<file path="src/rrce_pkg.sv">
// package: constants, types and helpers for the return and rotate-through-carry executor
package rrce_pkg;
   // register bus
   localparam int         AXI_AW           = 6;
   localparam logic [5:0] OFS_ACCUM        = 6'h00;
   localparam logic [5:0] OFS_STATUS       = 6'h04;
   localparam logic [5:0] OFS_BANK_SEL     = 6'h08;
   localparam logic [5:0] OFS_SHADOW_ACCUM = 6'h0C;
   localparam logic [5:0] OFS_SHADOW_FLAGS = 6'h10;
   localparam logic [5:0] OFS_SHADOW_BANK  = 6'h14;
   localparam logic [5:0] OFS_PC           = 6'h18;
   localparam logic [5:0] OFS_PC_UPPER     = 6'h1C;
   localparam logic [5:0] OFS_PC_HIGH      = 6'h20;
   localparam logic [5:0] OFS_EXEC_STAT    = 6'h24;
   localparam logic [1:0] RESP_OKAY        = 2'h0;
   localparam logic [1:0] RESP_SLVERR      = 2'h2;

   // widths
   localparam int PC_W   = 21;
   localparam int BANK_W = 4;
   localparam int FADR_W = 12;

   // opcode fields
   localparam logic [14:0] OPC_RET_HI  = 15'h0009;
   localparam logic [5:0]  OPC_ROT_HI  = 6'h0D;
   localparam int          RET_S_BIT   = 0;
   localparam int          ROT_D_BIT   = 9;
   localparam int          ROT_A_BIT   = 8;

   // status flag positions
   localparam int FLAG_C = 0;
   localparam int FLAG_Z = 2;
   localparam int FLAG_N = 4;

   // access bank split
   localparam logic [7:0]        ACCESS_SPLIT   = 8'h80;
   localparam logic [BANK_W-1:0] ACCESS_BANK_LO = 4'h0;
   localparam logic [BANK_W-1:0] ACCESS_BANK_HI = 4'hF;

   // reset values
   localparam logic [7:0]      RST_BYTE = 8'h00;
   localparam logic [PC_W-1:0] RST_PC   = 21'h000000;
   localparam logic [15:0]     RST_INSTR = 16'h0000;

   typedef enum logic [1:0] {PH_Q1, PH_Q2, PH_Q3, PH_Q4} rrce_phase_t;
   typedef enum logic [1:0] {K_NONE, K_RET, K_ROT} rrce_kind_t;

   function automatic rrce_kind_t rrce_decode(input logic [15:0] op);
      if (op[15:1] == OPC_RET_HI)
         return K_RET;
      else if (op[15:10] == OPC_ROT_HI)
         return K_ROT;
      else
         return K_NONE;
   endfunction : rrce_decode

   function automatic logic rrce_addr_ok(input logic [AXI_AW-1:0] a);
      return (a[1:0] == 2'h0) && (a <= OFS_EXEC_STAT);
   endfunction : rrce_addr_ok

   function automatic logic [FADR_W-1:0] rrce_file_addr(input logic             a_bit,
                                                         input logic [7:0]       f,
                                                         input logic [BANK_W-1:0] bank_sel);
      if (a_bit)
         return {bank_sel, f};
      else if (f < ACCESS_SPLIT)
         return {ACCESS_BANK_LO, f};
      else
         return {ACCESS_BANK_HI, f};
   endfunction : rrce_file_addr
endpackage : rrce_pkg

</file>
<file path="src/rrce_alu_if.sv">
// interface: operand and result of the rotate datapath
`timescale 1ns/100ps
interface rrce_alu_if;
   logic [7:0] operand;
   logic       carry_in;
   logic [7:0] result;
   logic       carry_out;
   logic       neg;
   logic       zero;
   modport core (output operand, output carry_in,
                 input result, input carry_out, input neg, input zero);
   modport alu  (input operand, input carry_in,
                 output result, output carry_out, output neg, output zero);
endinterface : rrce_alu_if

</file>
<file path="src/rrce_exec.sv">
// top: subroutine return and rotate-through-carry executor with AXI4-Lite registers
`timescale 1ns/100ps
module rrce_exec
   import rrce_pkg::*;
(
   input  wire logic              ref_clk_i,          // core clock
   input  wire logic              nrst_i,             // sync reset, active low
   // AXI4-Lite slave
   input  wire logic [AXI_AW-1:0] s_axi_awaddr_i,     // write address
   input  wire logic              s_axi_awvalid_i,    // write address valid
   output logic                   s_axi_awready_o,    // write address ready
   input  wire logic [31:0]       s_axi_wdata_i,      // write data
   input  wire logic [3:0]        s_axi_wstrb_i,      // write strobes
   input  wire logic              s_axi_wvalid_i,     // write data valid
   output logic                   s_axi_wready_o,     // write data ready
   output logic [1:0]             s_axi_bresp_o,      // write response
   output logic                   s_axi_bvalid_o,     // write response valid
   input  wire logic              s_axi_bready_i,     // write response ready
   input  wire logic [AXI_AW-1:0] s_axi_araddr_i,     // read address
   input  wire logic              s_axi_arvalid_i,    // read address valid
   output logic                   s_axi_arready_o,    // read address ready
   output logic [31:0]            s_axi_rdata_o,      // read data
   output logic [1:0]             s_axi_rresp_o,      // read response
   output logic                   s_axi_rvalid_o,     // read data valid
   input  wire logic              s_axi_rready_i,     // read data ready
   // fetch pipeline
   input  wire logic              instr_valid_i,      // instruction offered
   input  wire logic [15:0]       instr_i,            // instruction word
   output logic                   instr_ready_o,      // taken this clock
   // data register file
   output logic [FADR_W-1:0]      file_addr_o,        // bank and offset
   input  wire logic [7:0]        file_rdata_i,       // read data
   output logic [7:0]             file_wdata_o,       // write data
   output logic                   file_we_o,          // write strobe
   // return stack and program counter
   input  wire logic [PC_W-1:0]   stack_top_entry_i,  // top of stack
   output logic                   stack_pop_o,        // pop strobe
   output logic [PC_W-1:0]        pc_o,               // program counter
   output logic                   pc_load_o           // pc loaded strobe
);
   rrce_phase_t phase;
   rrce_alu_if  alu_bus ();

   rrce_phase_gen u_phase (
      .ref_clk_i (ref_clk_i),
      .nrst_i    (nrst_i),
      .phase_o   (phase)
   );

   rrce_rotate_alu u_alu (
      .alu (alu_bus)
   );

   // bus slave state
   logic              aw_held_reg, aw_held_next;
   logic [AXI_AW-1:0] aw_addr_reg, aw_addr_next;
   logic              w_held_reg,  w_held_next;
   logic [31:0]       w_data_reg,  w_data_next;
   logic              w_lane0_reg, w_lane0_next;
   logic              awready_reg, awready_next;
   logic              wready_reg,  wready_next;
   logic              bvalid_reg,  bvalid_next;
   logic [1:0]        bresp_reg,   bresp_next;
   logic              arready_reg, arready_next;
   logic              rvalid_reg,  rvalid_next;
   logic [1:0]        rresp_reg,   rresp_next;
   logic [31:0]       rdata_reg,   rdata_next;
   logic              wr_fire;
   logic              wr_ok;

   // core state
   rrce_kind_t        kind_reg,        kind_next;
   logic [15:0]       ir_reg,          ir_next;
   logic              nop_reg,         nop_next;
   logic              ready_reg,       ready_next;
   logic [7:0]        operand_reg,     operand_next;
   logic [7:0]        accum_reg,       accum_next;
   logic [7:0]        status_reg,      status_next;
   logic [BANK_W-1:0] bank_select_reg, bank_select_next;
   logic [7:0]        shadow_accumulator_reg, shadow_accumulator_next;
   logic [7:0]        shadow_flags_reg,       shadow_flags_next;
   logic [BANK_W-1:0] shadow_bank_select_reg, shadow_bank_select_next;
   logic [4:0]        pc_upper_latch_reg, pc_upper_latch_next;
   logic [7:0]        pc_high_latch_reg,  pc_high_latch_next;
   logic [PC_W-1:0]   pc_reg,          pc_next;
   logic              pc_load_reg,     pc_load_next;
   logic              pop_reg,         pop_next;
   logic [FADR_W-1:0] faddr_reg,       faddr_next;
   logic [7:0]        fwdata_reg,      fwdata_next;
   logic              fwe_reg,         fwe_next;

   assign alu_bus.operand  = operand_reg;
   assign alu_bus.carry_in = status_reg[FLAG_C];

   assign wr_fire = aw_held_reg && w_held_reg && !bvalid_reg;
   assign wr_ok   = wr_fire && rrce_addr_ok(aw_addr_reg) && w_lane0_reg;

   // bus slave: one write and one read at a time
   always_comb begin
      aw_held_next = aw_held_reg;
      aw_addr_next = aw_addr_reg;
      w_held_next  = w_held_reg;
      w_data_next  = w_data_reg;
      w_lane0_next = w_lane0_reg;
      bvalid_next  = bvalid_reg;
      bresp_next   = bresp_reg;
      rvalid_next  = rvalid_reg;
      rresp_next   = rresp_reg;
      rdata_next   = rdata_reg;
      if (s_axi_awvalid_i && awready_reg) begin
         aw_held_next = 1'b1;
         aw_addr_next = s_axi_awaddr_i;
      end
      if (s_axi_wvalid_i && wready_reg) begin
         w_held_next  = 1'b1;
         w_data_next  = s_axi_wdata_i;
         w_lane0_next = s_axi_wstrb_i[0];
      end
      if (bvalid_reg && s_axi_bready_i)
         bvalid_next = 1'b0;
      if (wr_fire) begin
         aw_held_next = 1'b0;
         w_held_next  = 1'b0;
         bvalid_next  = 1'b1;
         bresp_next   = rrce_addr_ok(aw_addr_reg) ? RESP_OKAY : RESP_SLVERR;
      end
      if (rvalid_reg && s_axi_rready_i)
         rvalid_next = 1'b0;
      if (s_axi_arvalid_i && arready_reg) begin
         rvalid_next = 1'b1;
         rresp_next  = rrce_addr_ok(s_axi_araddr_i) ? RESP_OKAY : RESP_SLVERR;
         unique case (s_axi_araddr_i)
            OFS_ACCUM:        rdata_next = {24'h000000, accum_reg};
            OFS_STATUS:       rdata_next = {24'h000000, status_reg};
            OFS_BANK_SEL:     rdata_next = {28'h0000000, bank_select_reg};
            OFS_SHADOW_ACCUM: rdata_next = {24'h000000, shadow_accumulator_reg};
            OFS_SHADOW_FLAGS: rdata_next = {24'h000000, shadow_flags_reg};
            OFS_SHADOW_BANK:  rdata_next = {28'h0000000, shadow_bank_select_reg};
            OFS_PC:           rdata_next = {11'h0, pc_reg};
            OFS_PC_UPPER:     rdata_next = {27'h0, pc_upper_latch_reg};
            OFS_PC_HIGH:      rdata_next = {24'h000000, pc_high_latch_reg};
            OFS_EXEC_STAT:    rdata_next = {27'h0, nop_reg, kind_reg, phase};
            default:          rdata_next = 32'h00000000;
         endcase
      end
      awready_next = !aw_held_next && !bvalid_next;
      wready_next  = !w_held_next && !bvalid_next;
      arready_next = !rvalid_next;
   end

   always_ff @(posedge ref_clk_i) begin
      if (!nrst_i) begin
         aw_held_reg <= 1'b0;
         aw_addr_reg <= 6'h00;
         w_held_reg  <= 1'b0;
         w_data_reg  <= 32'h00000000;
         w_lane0_reg <= 1'b0;
         awready_reg <= 1'b0;
         wready_reg  <= 1'b0;
         bvalid_reg  <= 1'b0;
         bresp_reg   <= RESP_OKAY;
         arready_reg <= 1'b0;
         rvalid_reg  <= 1'b0;
         rresp_reg   <= RESP_OKAY;
         rdata_reg   <= 32'h00000000;
      end else begin
         aw_held_reg <= aw_held_next;
         aw_addr_reg <= aw_addr_next;
         w_held_reg  <= w_held_next;
         w_data_reg  <= w_data_next;
         w_lane0_reg <= w_lane0_next;
         awready_reg <= awready_next;
         wready_reg  <= wready_next;
         bvalid_reg  <= bvalid_next;
         bresp_reg   <= bresp_next;
         arready_reg <= arready_next;
         rvalid_reg  <= rvalid_next;
         rresp_reg   <= rresp_next;
         rdata_reg   <= rdata_next;
      end
   end

   // core: software writes first, instruction effects override
   always_comb begin
      kind_next               = kind_reg;
      ir_next                 = ir_reg;
      nop_next                = nop_reg;
      operand_next            = operand_reg;
      accum_next              = accum_reg;
      status_next             = status_reg;
      bank_select_next        = bank_select_reg;
      shadow_accumulator_next = shadow_accumulator_reg;
      shadow_flags_next       = shadow_flags_reg;
      shadow_bank_select_next = shadow_bank_select_reg;
      pc_upper_latch_next     = pc_upper_latch_reg;
      pc_high_latch_next      = pc_high_latch_reg;
      pc_next                 = pc_reg;
      faddr_next              = faddr_reg;
      fwdata_next             = fwdata_reg;
      pc_load_next            = 1'b0;
      pop_next                = 1'b0;
      fwe_next                = 1'b0;
      if (wr_ok) begin
         unique case (aw_addr_reg)
            OFS_ACCUM:        accum_next = w_data_reg[7:0];
            OFS_STATUS:       status_next = w_data_reg[7:0];
            OFS_BANK_SEL:     bank_select_next = w_data_reg[BANK_W-1:0];
            OFS_SHADOW_ACCUM: shadow_accumulator_next = w_data_reg[7:0];
            OFS_SHADOW_FLAGS: shadow_flags_next = w_data_reg[7:0];
            OFS_SHADOW_BANK:  shadow_bank_select_next = w_data_reg[BANK_W-1:0];
            OFS_PC_UPPER:     pc_upper_latch_next = w_data_reg[4:0];
            OFS_PC_HIGH:      pc_high_latch_next = w_data_reg[7:0];
            default:          ;
         endcase
      end
      unique case (phase)
         PH_Q1: begin
            kind_next = K_NONE;
            if (nop_reg)
               nop_next = 1'b0;
            else if (instr_valid_i && ready_reg) begin
               kind_next  = rrce_decode(instr_i);
               ir_next    = instr_i;
               faddr_next = rrce_file_addr(instr_i[ROT_A_BIT], instr_i[7:0],
                                           bank_select_reg);
            end
         end
         PH_Q2: begin
            if (kind_reg == K_ROT)
               operand_next = file_rdata_i;
         end
         PH_Q3: begin
            if (kind_reg == K_ROT) begin
               status_next[FLAG_C] = alu_bus.carry_out;
               status_next[FLAG_N] = alu_bus.neg;
               status_next[FLAG_Z] = alu_bus.zero;
               fwdata_next         = alu_bus.result;
               if (ir_reg[ROT_D_BIT])
                  fwe_next = 1'b1;
               else
                  accum_next = alu_bus.result;
            end else if (kind_reg == K_RET) begin
               pc_next      = stack_top_entry_i;
               pc_load_next = 1'b1;
               pop_next     = 1'b1;
               nop_next     = 1'b1;
               if (ir_reg[RET_S_BIT]) begin
                  accum_next       = shadow_accumulator_reg;
                  status_next      = shadow_flags_reg;
                  bank_select_next = shadow_bank_select_reg;
               end
            end
         end
         PH_Q4: ;
      endcase
      ready_next = (phase == PH_Q4) && !nop_next;
   end

   always_ff @(posedge ref_clk_i) begin
      if (!nrst_i) begin
         kind_reg               <= K_NONE;
         ir_reg                 <= RST_INSTR;
         nop_reg                <= 1'b0;
         ready_reg              <= 1'b0;
         operand_reg            <= RST_BYTE;
         accum_reg              <= RST_BYTE;
         status_reg             <= RST_BYTE;
         bank_select_reg        <= 4'h0;
         shadow_accumulator_reg <= RST_BYTE;
         shadow_flags_reg       <= RST_BYTE;
         shadow_bank_select_reg <= 4'h0;
         pc_upper_latch_reg     <= 5'h00;
         pc_high_latch_reg      <= RST_BYTE;
         pc_reg                 <= RST_PC;
         pc_load_reg            <= 1'b0;
         pop_reg                <= 1'b0;
         faddr_reg              <= 12'h000;
         fwdata_reg             <= RST_BYTE;
         fwe_reg                <= 1'b0;
      end else begin
         kind_reg               <= kind_next;
         ir_reg                 <= ir_next;
         nop_reg                <= nop_next;
         ready_reg              <= ready_next;
         operand_reg            <= operand_next;
         accum_reg              <= accum_next;
         status_reg             <= status_next;
         bank_select_reg        <= bank_select_next;
         shadow_accumulator_reg <= shadow_accumulator_next;
         shadow_flags_reg       <= shadow_flags_next;
         shadow_bank_select_reg <= shadow_bank_select_next;
         pc_upper_latch_reg     <= pc_upper_latch_next;
         pc_high_latch_reg      <= pc_high_latch_next;
         pc_reg                 <= pc_next;
         pc_load_reg            <= pc_load_next;
         pop_reg                <= pop_next;
         faddr_reg              <= faddr_next;
         fwdata_reg             <= fwdata_next;
         fwe_reg                <= fwe_next;
      end
   end

   assign s_axi_awready_o = awready_reg;
   assign s_axi_wready_o  = wready_reg;
   assign s_axi_bvalid_o  = bvalid_reg;
   assign s_axi_bresp_o   = bresp_reg;
   assign s_axi_arready_o = arready_reg;
   assign s_axi_rvalid_o  = rvalid_reg;
   assign s_axi_rresp_o   = rresp_reg;
   assign s_axi_rdata_o   = rdata_reg;
   assign instr_ready_o   = ready_reg;
   assign file_addr_o     = faddr_reg;
   assign file_wdata_o    = fwdata_reg;
   assign file_we_o       = fwe_reg;
   assign stack_pop_o     = pop_reg;
   assign pc_o            = pc_reg;
   assign pc_load_o       = pc_load_reg;
endmodule : rrce_exec

</file>
<file path="src/rrce_phase_gen.sv">
// module: four-phase instruction cycle sequencer
`timescale 1ns/100ps
module rrce_phase_gen
   import rrce_pkg::*;
(
   input  wire logic  ref_clk_i,  // core clock
   input  wire logic  nrst_i,     // sync reset, active low
   output rrce_phase_t phase_o    // current phase
);
   rrce_phase_t phase_reg;
   rrce_phase_t phase_next;

   always_comb begin
      unique case (phase_reg)
         PH_Q1: phase_next = PH_Q2;
         PH_Q2: phase_next = PH_Q3;
         PH_Q3: phase_next = PH_Q4;
         PH_Q4: phase_next = PH_Q1;
      endcase
   end

   always_ff @(posedge ref_clk_i) begin
      if (!nrst_i)
         phase_reg <= PH_Q1;
      else
         phase_reg <= phase_next;
   end

   assign phase_o = phase_reg;
endmodule : rrce_phase_gen

</file>
<file path="src/rrce_rotate_alu.sv">
// module: rotate left through carry with flag results
`timescale 1ns/100ps
module rrce_rotate_alu (
   rrce_alu_if.alu alu  // operand in, result and flags out
);
   always_comb begin
      alu.result    = {alu.operand[6:0], alu.carry_in};
      alu.carry_out = alu.operand[7];
      alu.neg       = alu.operand[6];
      alu.zero      = ({alu.operand[6:0], alu.carry_in} == 8'h00);
   end
endmodule : rrce_rotate_alu

</file>
<file path="config.mk">
export PLATFORM = sky130hd
export DESIGN_NAME = rrce_exec
export DESIGN_NICKNAME = d
export VERILOG_FILES = /design/src/rrce_pkg.sv /design/src/rrce_alu_if.sv /design/src/rrce_exec.sv /design/src/rrce_phase_gen.sv /design/src/rrce_rotate_alu.sv
export SDC_FILE = /design/constraint.sdc
export NUM_CORES = 1
export LEC_CHECK = 0
export ABC_CLOCK_PERIOD_IN_PS = 5120
export BUFFER_PORTS_ARGS = -buffer_cell sky130_fd_sc_hd__buf_2
export CAP_MARGIN = 20
export CORE_AREA = 3 3 126 128
export DETAILED_ROUTE_END_ITERATION = 8
export DIE_AREA = 0 0 129 131
export GPL_TIMING_DRIVEN = 0
export PLACE_DENSITY = 0.8
export SLEW_MARGIN = 20
export SYNTH_ARGS = -nofsm -noshare
export SYNTH_HDL_FRONTEND = slang
export SYNTH_SLANG_ARGS = --single-unit
</file>
<file path="constraint.sdc">
create_clock -name ref_clk_i -period 5.12 [get_ports ref_clk_i]
set_input_delay 0.256 -clock ref_clk_i [delete_from_list [all_inputs] [get_ports ref_clk_i]]
set_output_delay 0.256 -clock ref_clk_i [all_outputs]
set_load 0.02 [all_outputs]
</file>
After elaboration in Yosys (flattened, before gate mapping)
Cells that the tools add are included.
- $lt $le $gt $ge: 3
- equal/unequal tests: 23
- mux-type cells: 47
- bitwise logic cells: 4
- reduce and logical (&&, ||, !) cells: 38
- operator list (cell ; number):
    $pmux W21 S10 ; 1
    $mux W8 ; 12
    $eq A6 B5 Y1 const B ; 7
    $eq A6 B4 Y1 const B ; 5
    $mux W12 ; 2
    $mux W4 ; 6
    $eq A6 B6 Y1 const B ; 3
    $mux W1 ; 17
    $eq A15 B4 Y1 const B ; 1
    $logic_and A1 B1 Y1 ; 15
    $reduce_and A2 Y1 ; 7
    $eq A6 B3 Y1 const B ; 2
    $le A6 B6 Y1 const B ; 2
    $logic_not A6 Y1 ; 2
    $mux W2 ; 6
    $reduce_and A3 Y1 ; 3
    $logic_not A8 Y1 ; 1
    $lt A8 B8 Y1 const B ; 1
    $pmux W2 S4 ; 1
    $eq A2 B2 Y1 const B ; 3
    $logic_not A1 Y1 ; 6
    $logic_not A2 Y1 ; 3
    $eq A2 B1 Y1 const B ; 2
    $not A1 Y1 ; 4
    other kinds (3) ; 3
- bits in registers: 178
- output and inout bits: 86
- word-level logic and storage cells: 147

Longest topological paths before layout
Gate-level depths: netlist of run 1.
- word-level depth: 9
- mapped depth: 8

Cells and area by module
A second synthesis of run 1 with hierarchy kept.
- cell total of the unflattened synthesis: 788
- area, all modules: 7200.7 µm²
- modules (own cells, without submodules) (module ; instances ; cells each ; area each (µm²)):
    rrce_exec ; 1 ; 767 ; 7020.5
    rrce_rotate_alu ; 1 ; 13 ; 93.8
    rrce_phase_gen ; 1 ; 8 ; 86.3

Least setup slack after synthesis of run 1
Ideal clock, no wire load.
- path kind: register to register
- from: reg u_phase.phase_reg[0], in the netlist u_phase.phase_o[0]
- to: reg accum_reg[5]
- setup time: 0.079 ns
- data arrival time: 1.744 ns
- path slack: 3.296 ns
- cell stages (with the launch flop): 8
- buffers on the path: 1
- period minus slack after synthesis: 1.824 ns
- cells stage by stage: dfxtp_1 > inv_1 > ha_1 > buf_2 > and4b_1 > a311oi_1 > o21ai_0 > a22oi_1
- longest elaborated chain between the ends: 2
- RTL lines (item ; line ; source):
    start: declaration ; rrce_phase_gen.sv:10 ; rrce_phase_t phase_reg;
    start signal: assignment ; rrce_phase_gen.sv:26 ; phase_reg <= phase_next;
    $eq A2 B2 Y1 ; rrce_exec.sv:216 ; unique case (phase)
    $mux W8 ; rrce_exec.sv:216 ;
    end signal: assignment ; rrce_exec.sv:286 ; accum_reg <= accum_next;
    end: declaration ; rrce_exec.sv:77 ; logic [7:0] accum_reg, accum_next;
Every way passes these cells.
A chain may end at the register's enable or synchronous reset.

Final worst setup path of run 1
- from: reg u_phase.phase_reg[0], in the netlist u_phase.phase_o[0]
- to: reg accum_reg[6]
The elaborated chain is that of the path after synthesis.

==> out/metrics.csv, run 1 <==
stage,metric,value,unit
floorplanning,floorplan.die.width,129,um
routing,wl_per_cell,18.5,um
cts,cts_tree,built,
timing,count_of_endpoints_failing_setup_in_the_final_report,0,
worst_setup_path,worstPathCellList,inv_1 > ha_1 > buf_2 > and4b_1 > a311oi_1 > o21ai_0 > a22oi_1,
routing,detail-route-antenna-nets,0,
timing,timing.max_slew.rel_slack,37.7,%
synth,synth_flop_cell,sky130_fd_sc_hd__dfxtp_1,
timing,final_period_minus_worst_setup_slack,2370,ps
final_layout,multiInputGateArea,0.00352,mm2
routing,dr_total_vias,6705,
placement,post_dp_cell_area,0.00803,mm2
worst_setup_path,cp_max_fo,10,
global_routing,globalRouteTotalUtil,25.7,%
power_and_ir_drop,leakagePower,3.56,nW
global_routing,grt_pass1_wl,33.5,mm
global_routing,grt_pass1_vias,6235,
cts,cts_max_path_buffers,2,
worst_setup_path,cp_data_arrival_time,2700,ps
run_status,run_status,"finished, violations left",
routing,totalWireLength,21.8,mm
placement,dp.final_hpwl,15.9,mm
floorplanning,die_area,0.0169,mm2
floorplanning,floorplan.initialDensity,47.0,%
global_routing,largest_net_degree_at_the_start_of_global_routing,17,
timing,final_max_slew_viol_count,0,
cts,worstSkewPairLatency,430,ps
cts,clkTransAtPathRegs,60,ps
worst_setup_path,worst_path_largest_cell_delay,720,ps
routing,first_pass_iters,8,
timing,finClkSkew,7.98,ps
final_layout,layout.filler_cells,1367,
routing,post_drt_via_cell_ratio,5.69,
worst_setup_path,startpoint_type,flop,
floorplanning,chipHeight,131,um
worst_setup_path,crit_path_top_delay_cell,sky130_fd_sc_hd__a311oi_1,
synth,yosysWarningCount,0,
power_and_ir_drop,power_per_cell_area,326,mW/mm2
synth,number_of_enable_flip_flop_cells_after_synthesis,0,
synth,synth.lib_cells_used.distinct,67,
synth,postSynth.asyncResetShare,0,%
routing,post-route-drc-count,1,
run_status,violated_checks,DRC,
cts,cts_setup_buffers,0,
floorplanning,std_cell_rows,45,
final_layout,regArea,0.00312,mm2
timing,grt_setup_unrepaired,false,
job,max_cap_viol_count,0,
placement,final_weighted_congestion_in_routability_driven_placement,1.01,
final_layout,finish.instance_area,0.00865,mm2
synth,synth.cell_area,0.00703,mm2
final_layout,layout.cells.most_common,sky130_fd_sc_hd__dfxtp_1,
cts,cts.htree.levels,4,
synth,synth_seq_area_share,44.4,%
cts,clock_sinks,156,
power_and_ir_drop,max-vdd-ir-drop,0.000268,V
worst_setup_path,worst-setup-path-type,reg -> reg,
cts,postCtsHoldBufs,0,
cts,post_cts.resized_instances,0,
final_layout,synthToLayoutAreaGrowth,23.0,%
final_layout,num-nets-final,1083,
routing,drtIter0Drc,737,
global_routing,grt_overflow_total,0,
final_layout,top_library_cells_by_usage_in_the_layout_fill_and_taps_aside,"sky130_fd_sc_hd__dfxtp_1, sky130_fd_sc_hd__buf_2, sky130_fd_sc_hd__nand2_1",
synth,postSynthAreaPerCell,8.75,um2
timing,hold_violations,0,
worst_setup_path,endpoint_kind,flop,
cts,clk_root_buffer_cell,sky130_fd_sc_hd__clkbuf_16,
synth,postSynthCellCount,804,
floorplanning,floorplan.core_area,0.0150,mm2
placement,placement.io_buffers,143,
hold_path,timing.hold.worst.class,in -> reg,
final_layout,antennaDiodeCount,0,
timing,achievable-frequency,0.422,GHz
worst_setup_path,worstPathRequired,5450,ps
floorplanning,pin_count,187,
final_layout,finish.utilization,57.8,%
timing,finalSetupTns,0,ps
timing,slew_of_the_pin_with_the_lowest_slew_margin,927,ps
synth,ys_ff_latch,156,
cts,cts_bufs_inserted,17,
final_layout,post_route_cells_drive_above_1_share,24.7,%
timing,fin_crit_sh,46.3,%
global_routing,grt_antenna_before_repair,0,
logic make-up (layout without fill, tap and decap cells):
logic type / Yosys count / in the layout / share of synthesized area, %
AND/OR/NAND/NOR: 313 / 313 / 22.9
adder cells (fa/ha/maj): 4 / 4 / 0.712
AO/OA/AOI/OAI: 184 / 184 / 16.5
multiplexers: 65 / 65 / 9.31
buffers and inverters: 81 / 255 / 6.12
flip-flops: 156 / 156 / 44.4
other: 1 / 13 / 0.0533
report_power, final:
group	internal (mW)	switching, mW	total, mW
registers	1.23	0.0210	1.25
clock network	0.841	0.502	1.34
logic	0.0764	0.148	0.225
total	2.15	0.671	2.82
metrics by stage:
step	hold WS, ps	cells	power, mW	setup WS, ps
finish	62.2	1178	2.82	2750
global placement	443	1147	1.49	2840
floorplan	392	816	1.41	3300
CTS	54.6	1178	2.82	2780
detailed placement	447	1147	1.50	2800
global route	66.4	1178	2.91	2550
synthesized netlist by cell type (all sizes together), types with 6 or more instances:
cell / n / area (um2)
dfxtp: 156 / 3120
nand2: 143 / 537
a21oi: 91 / 455
mux2i: 62 / 621
nor2: 53 / 229
buf: 41 / 280
clkbuf: 34 / 128
nand3: 28 / 145
o21ai: 25 / 125
a22oi: 23 / 223
nor3: 18 / 118
nor4: 10 / 108
and2: 9 / 56.3
a31oi: 8 / 50.1
a211oi: 7 / 52.6
nand3b: 7 / 52.6
inv: 6 / 22.5
nand4: 6 / 43.8
critical path, delay by kind of cell (launching register included):
| kind | cells | cell delay, ps |
|---|---|---|
| buf+inv | 2 | 270 |
| compound gates | 3 | 1120 |
| flops | 1 | 420 |
| fa+ha+maj | 1 | 190 |
| simple gates | 1 | 270 |
layer usage:
metal	part of all wire (%)	track usage, %	up-vias
li1	-	-	3172
met1	41	33.5	3130
met2	45	39.7	348
met3	11	8.09	55
met4	3.5	10.6	0
met5	0	0	-
layout make-up:
class                      count  share of cell area, %
timing repair buffer         143                   8.27
inverter                       6                  0.260
multi-input combinational    579                   40.7
sequential                   156                   36.1
clock inverter                10                   1.88
buffer                        75                   4.72
clock buffer                  21                   5.32
tap                          188                   2.72
path summary, 6_finish.rpt:
kind                                      startpoint         endpoint  slack [ps]  cells past startpoint
worst min-delay path            stack_top_entry_i[9]          pc_o[9]          60                      3
worst min register to register       file_wdata_o[4]  file_wdata_o[4]         450                      2
worst max-delay path              u_phase.phase_o[0]     accum_reg[6]        2750                      7
worst max register to register    u_phase.phase_o[0]     accum_reg[6]        2750                      7
Power figures use the tool's default switching activity.
==> run 2: changes to the inputs <==
--- a/config.mk
+++ b/config.mk
@@ -5,7 +5,7 @@
 export SDC_FILE = /design/constraint.sdc
 export NUM_CORES = 1
 export LEC_CHECK = 0
-export ABC_CLOCK_PERIOD_IN_PS = 5120
+export ABC_CLOCK_PERIOD_IN_PS = 2200
 export BUFFER_PORTS_ARGS = -buffer_cell sky130_fd_sc_hd__buf_2
 export CAP_MARGIN = 20
 export CORE_AREA = 3 3 126 128
==> constraint.sdc (replaced) <==
create_clock -name ref_clk_i -period 2.2 [get_ports ref_clk_i]
set_input_delay 0.11 -clock ref_clk_i [delete_from_list [all_inputs] [get_ports ref_clk_i]]
set_output_delay 0.11 -clock ref_clk_i [all_outputs]
set_load 0.02 [all_outputs]
==> run 2 against run 1 <==
The run now ends clean. Design area up 7.9%. Maximum frequency up 13%. Wire length up 6.6%. Die area unchanged.
==> out/metrics.csv, run 2 (synthesized netlist as in run 1, its figures left out) <==
stage,metric,value,unit,change
floorplanning,die_area,0.0169,mm2,unchanged
worst_setup_path,crit_path_top_delay_cell,sky130_fd_sc_hd__dlygate4sd3_1,,was sky130_fd_sc_hd__a311oi_1
cts,cts_max_path_buffers,2,,unchanged
final_layout,num-nets-final,1149,,was 1083
hold_path,worst_hold_path.num_cells,3,,unchanged
timing,slew_of_the_pin_with_the_lowest_slew_margin,879,ps,was 927 ps
timing,hold_violations,0,,unchanged
worst_setup_path,worst_path_largest_cell_delay,580,ps,was 720 ps
global_routing,grt_pass1_vias,6679,,was 6235
worst_setup_path,worst-setup-path-type,reg -> reg,,unchanged
final_layout,layout.cells.non_filler,1244,,was 1178
hold_path,timing.hold.worst.class,in -> reg,,unchanged
final_layout,post_route_cells_drive_above_1_share,24.0,%,was 24.7%
final_layout,layout.filler_cells,1240,,was 1367
routing,drtIter0Drc,800,,was 737
routing,wl_per_cell,18.6,um,was 18.5 um
timing,finClkSkew,9.62,ps,was 7.98 ps
cts,clkTransAtPathRegs,60,ps,about the same
routing,dr_total_vias,7035,,was 6705
floorplanning,pin_count,187,,unchanged
timing,final_max_slew_viol_count,0,,unchanged
cts,clk_root_buffer_cell,sky130_fd_sc_hd__clkbuf_16,,unchanged
power_and_ir_drop,leakagePower,3.85,nW,was 3.56 nW
hold_path,timing.hold.worst.start,instr_i[8],,was stack_top_entry_i[9]
timing,count_of_endpoints_failing_setup_in_the_final_report,0,,unchanged
timing,achievable-frequency,0.477,GHz,was 0.422 GHz
global_routing,globalRouteTotalUtil,27.1,%,was 25.7%
worst_setup_path,worstPathCellList,inv_1 > ha_1 > nand4b_1 > nor4_2 > nand4_1 > dlygate4sd3_1 > a21oi_1,,was inv_1 > ha_1 > buf_2 > and4b_1 > a311oi_1 > o21ai_0 > a22oi_1
global_routing,largest_net_degree_at_the_start_of_global_routing,17,,unchanged
final_layout,top_library_cells_by_usage_in_the_layout_fill_and_taps_aside,"sky130_fd_sc_hd__dfxtp_1, sky130_fd_sc_hd__buf_2, sky130_fd_sc_hd__nand2_1",,unchanged
floorplanning,std_cell_rows,45,,unchanged
job,max_cap_viol_count,0,,unchanged
routing,first_pass_iters,6,,was 8
routing,totalWireLength,23.2,mm,was 21.8 mm
timing,fin_crit_sh,95.4,%,was 46.3%
worst_setup_path,r2r_cells,7,,unchanged
cts,worstSkewPairLatency,430,ps,about the same
worst_setup_path,rr_endpoint,kind_reg[1],,was accum_reg[6]
floorplanning,floorplan.initialDensity,47.0,%,unchanged
final_layout,layout.cells.most_common,sky130_fd_sc_hd__dfxtp_1,,unchanged
routing,detail-route-antenna-nets,0,,unchanged
placement,placement.io_buffers,143,,unchanged
placement,dp.final_hpwl,15.9,mm,unchanged
cts,cts_tree,built,,unchanged
final_layout,antennaDiodeCount,0,,unchanged
floorplanning,floorplan.die.width,129,um,unchanged
global_routing,grt_pass1_wl,35.4,mm,was 33.5 mm
worst_setup_path,r2r_slack,100,ps,was 2750 ps
cts,cts.htree.levels,4,,unchanged
cts,clock_sinks,156,,unchanged
timing,hold_ws,73.1,ps,was 62.2 ps
worst_setup_path,startpoint_type,flop,,unchanged
global_routing,grt_antenna_before_repair,0,,unchanged
run_status,run_status,finished clean,,"was finished, violations left"
global_routing,grt_overflow_total,0,,unchanged
cts,cts_bufs_inserted,17,,unchanged
routing,post-route-drc-count,0,,was 1
worst_setup_path,cpLargestDelayFamily,buffers and inverters,,was compound AO/OA/AOI/OAI gates
worst_setup_path,cp_max_fo,4,,was 10
worst_setup_path,endpoint_kind,flop,,unchanged
timing,final_period_minus_worst_setup_slack,2100,ps,was 2370 ps
timing,timing.max_slew.rel_slack,39.9,%,was 37.7%
placement,final_weighted_congestion_in_routability_driven_placement,1.01,,unchanged
worst_setup_path,launch_point_of_the_worst_reg_to_reg_path,u_phase.phase_o[0],,unchanged
worst_setup_path,cp_data_arrival_time,2450,ps,was 2700 ps
worst_setup_path,worst_setup_path_endpoint,kind_reg[1],,was accum_reg[6]
power_and_ir_drop,power_per_cell_area,715,mW/mm2,was 326 mW/mm2
floorplanning,chipHeight,131,um,unchanged
final_layout,synthToLayoutAreaGrowth,32.8,%,was 23.0%
worst_setup_path,timing.critical_path.from,u_phase.phase_o[0],,unchanged
worst_setup_path,path_depth,7,,unchanged
placement,dp.cells,1147,,unchanged
power_and_ir_drop,max-vdd-ir-drop,0.000709,V,was 0.000268 V
routing,post_drt_via_cell_ratio,5.66,,was 5.69
worst_setup_path,critPathBufInv,2,,unchanged
floorplanning,floorplan.core_area,0.0150,mm2,unchanged
worst_setup_path,worstPathRequired,2550,ps,was 5450 ps
-- run 2: cell count changes in the layout (fill, tap and decap cells not counted), sizes merged --
cell	previous run	this run
dlygate4sd3	0	63
buf	184	187
-- run 2: routing by layer --
layer / routed length (um) / track usage [%]
met3: 2310 / 8.01
met1: 9220 / 34.5
met5: 0 / 0
met4: 943 / 11.9
met2: 10700 / 42.9
-- run 2: area by class of cell --
class                           count  area (um2)  area share [%]
Multi-Input combinational cell    579        3550            38.1
Sequential cell                   156        3120            33.5
Timing Repair Buffer              209        1370            14.7
Clock buffer                       21         460            4.93
Buffer                             75         410            4.40
Tap cell                          188         235            2.52
Clock inverter                     10         163            1.74
Inverter                            6        22.5           0.241
-- run 2: repair_timing --
item / 4_1_cts / 5_1_grt
endpoints found under the setup margin: 4 / 11
hold buffers: 63 / 0
resized for setup: 1 / 7
cloned: 0 / 0
buffers inserted: 0 / 3
pin swaps: 0 / 3
endpoints found under the hold margin: 59 / 0
-- run 2: worst min-delay path by stage --
stage / to / slack, ps
floorplan: ir_reg[1] / 250
global placement: pc_o[11] / 350
detailed placement: pc_o[14] / 360
CTS: file_addr_o[9] / 50
global route: file_addr_o[9] / 80
finish: file_addr_o[9] / 70
-- run 2: report_power, final --
part	switching, mW	total, mW	internal, mW
clock	1.18	3.14	1.96
sequential	0.0486	2.92	2.87
combinational	0.371	0.621	0.250
total	1.60	6.67	5.07
-- run 2: worst register-to-register path: stages, from the launching register on --
cell and delay [ps]:
sky130_fd_sc_hd__dfxtp_1 360, sky130_fd_sc_hd__inv_1 100, sky130_fd_sc_hd__ha_1 220, sky130_fd_sc_hd__nand4b_1 240, sky130_fd_sc_hd__nor4_2 260, sky130_fd_sc_hd__nand4_1 130
sky130_fd_sc_hd__dlygate4sd3_1 580, sky130_fd_sc_hd__a21oi_1 130
-- run 2: metrics by stage --
step,total power [mW],utilization [%],setup TNS [ps],setup WS [ps],cell area (um2)
finish,6.67,62.3,0,102,9340
detailed placement,3.49,53.6,-338,-116,8030
floorplan,3.28,-,0,376,7080
global placement,3.48,53.6,-127,-76.9,8030
CTS,6.65,62.0,0,24.0,9290
global route,6.86,62.3,-11.3,-11.3,9340
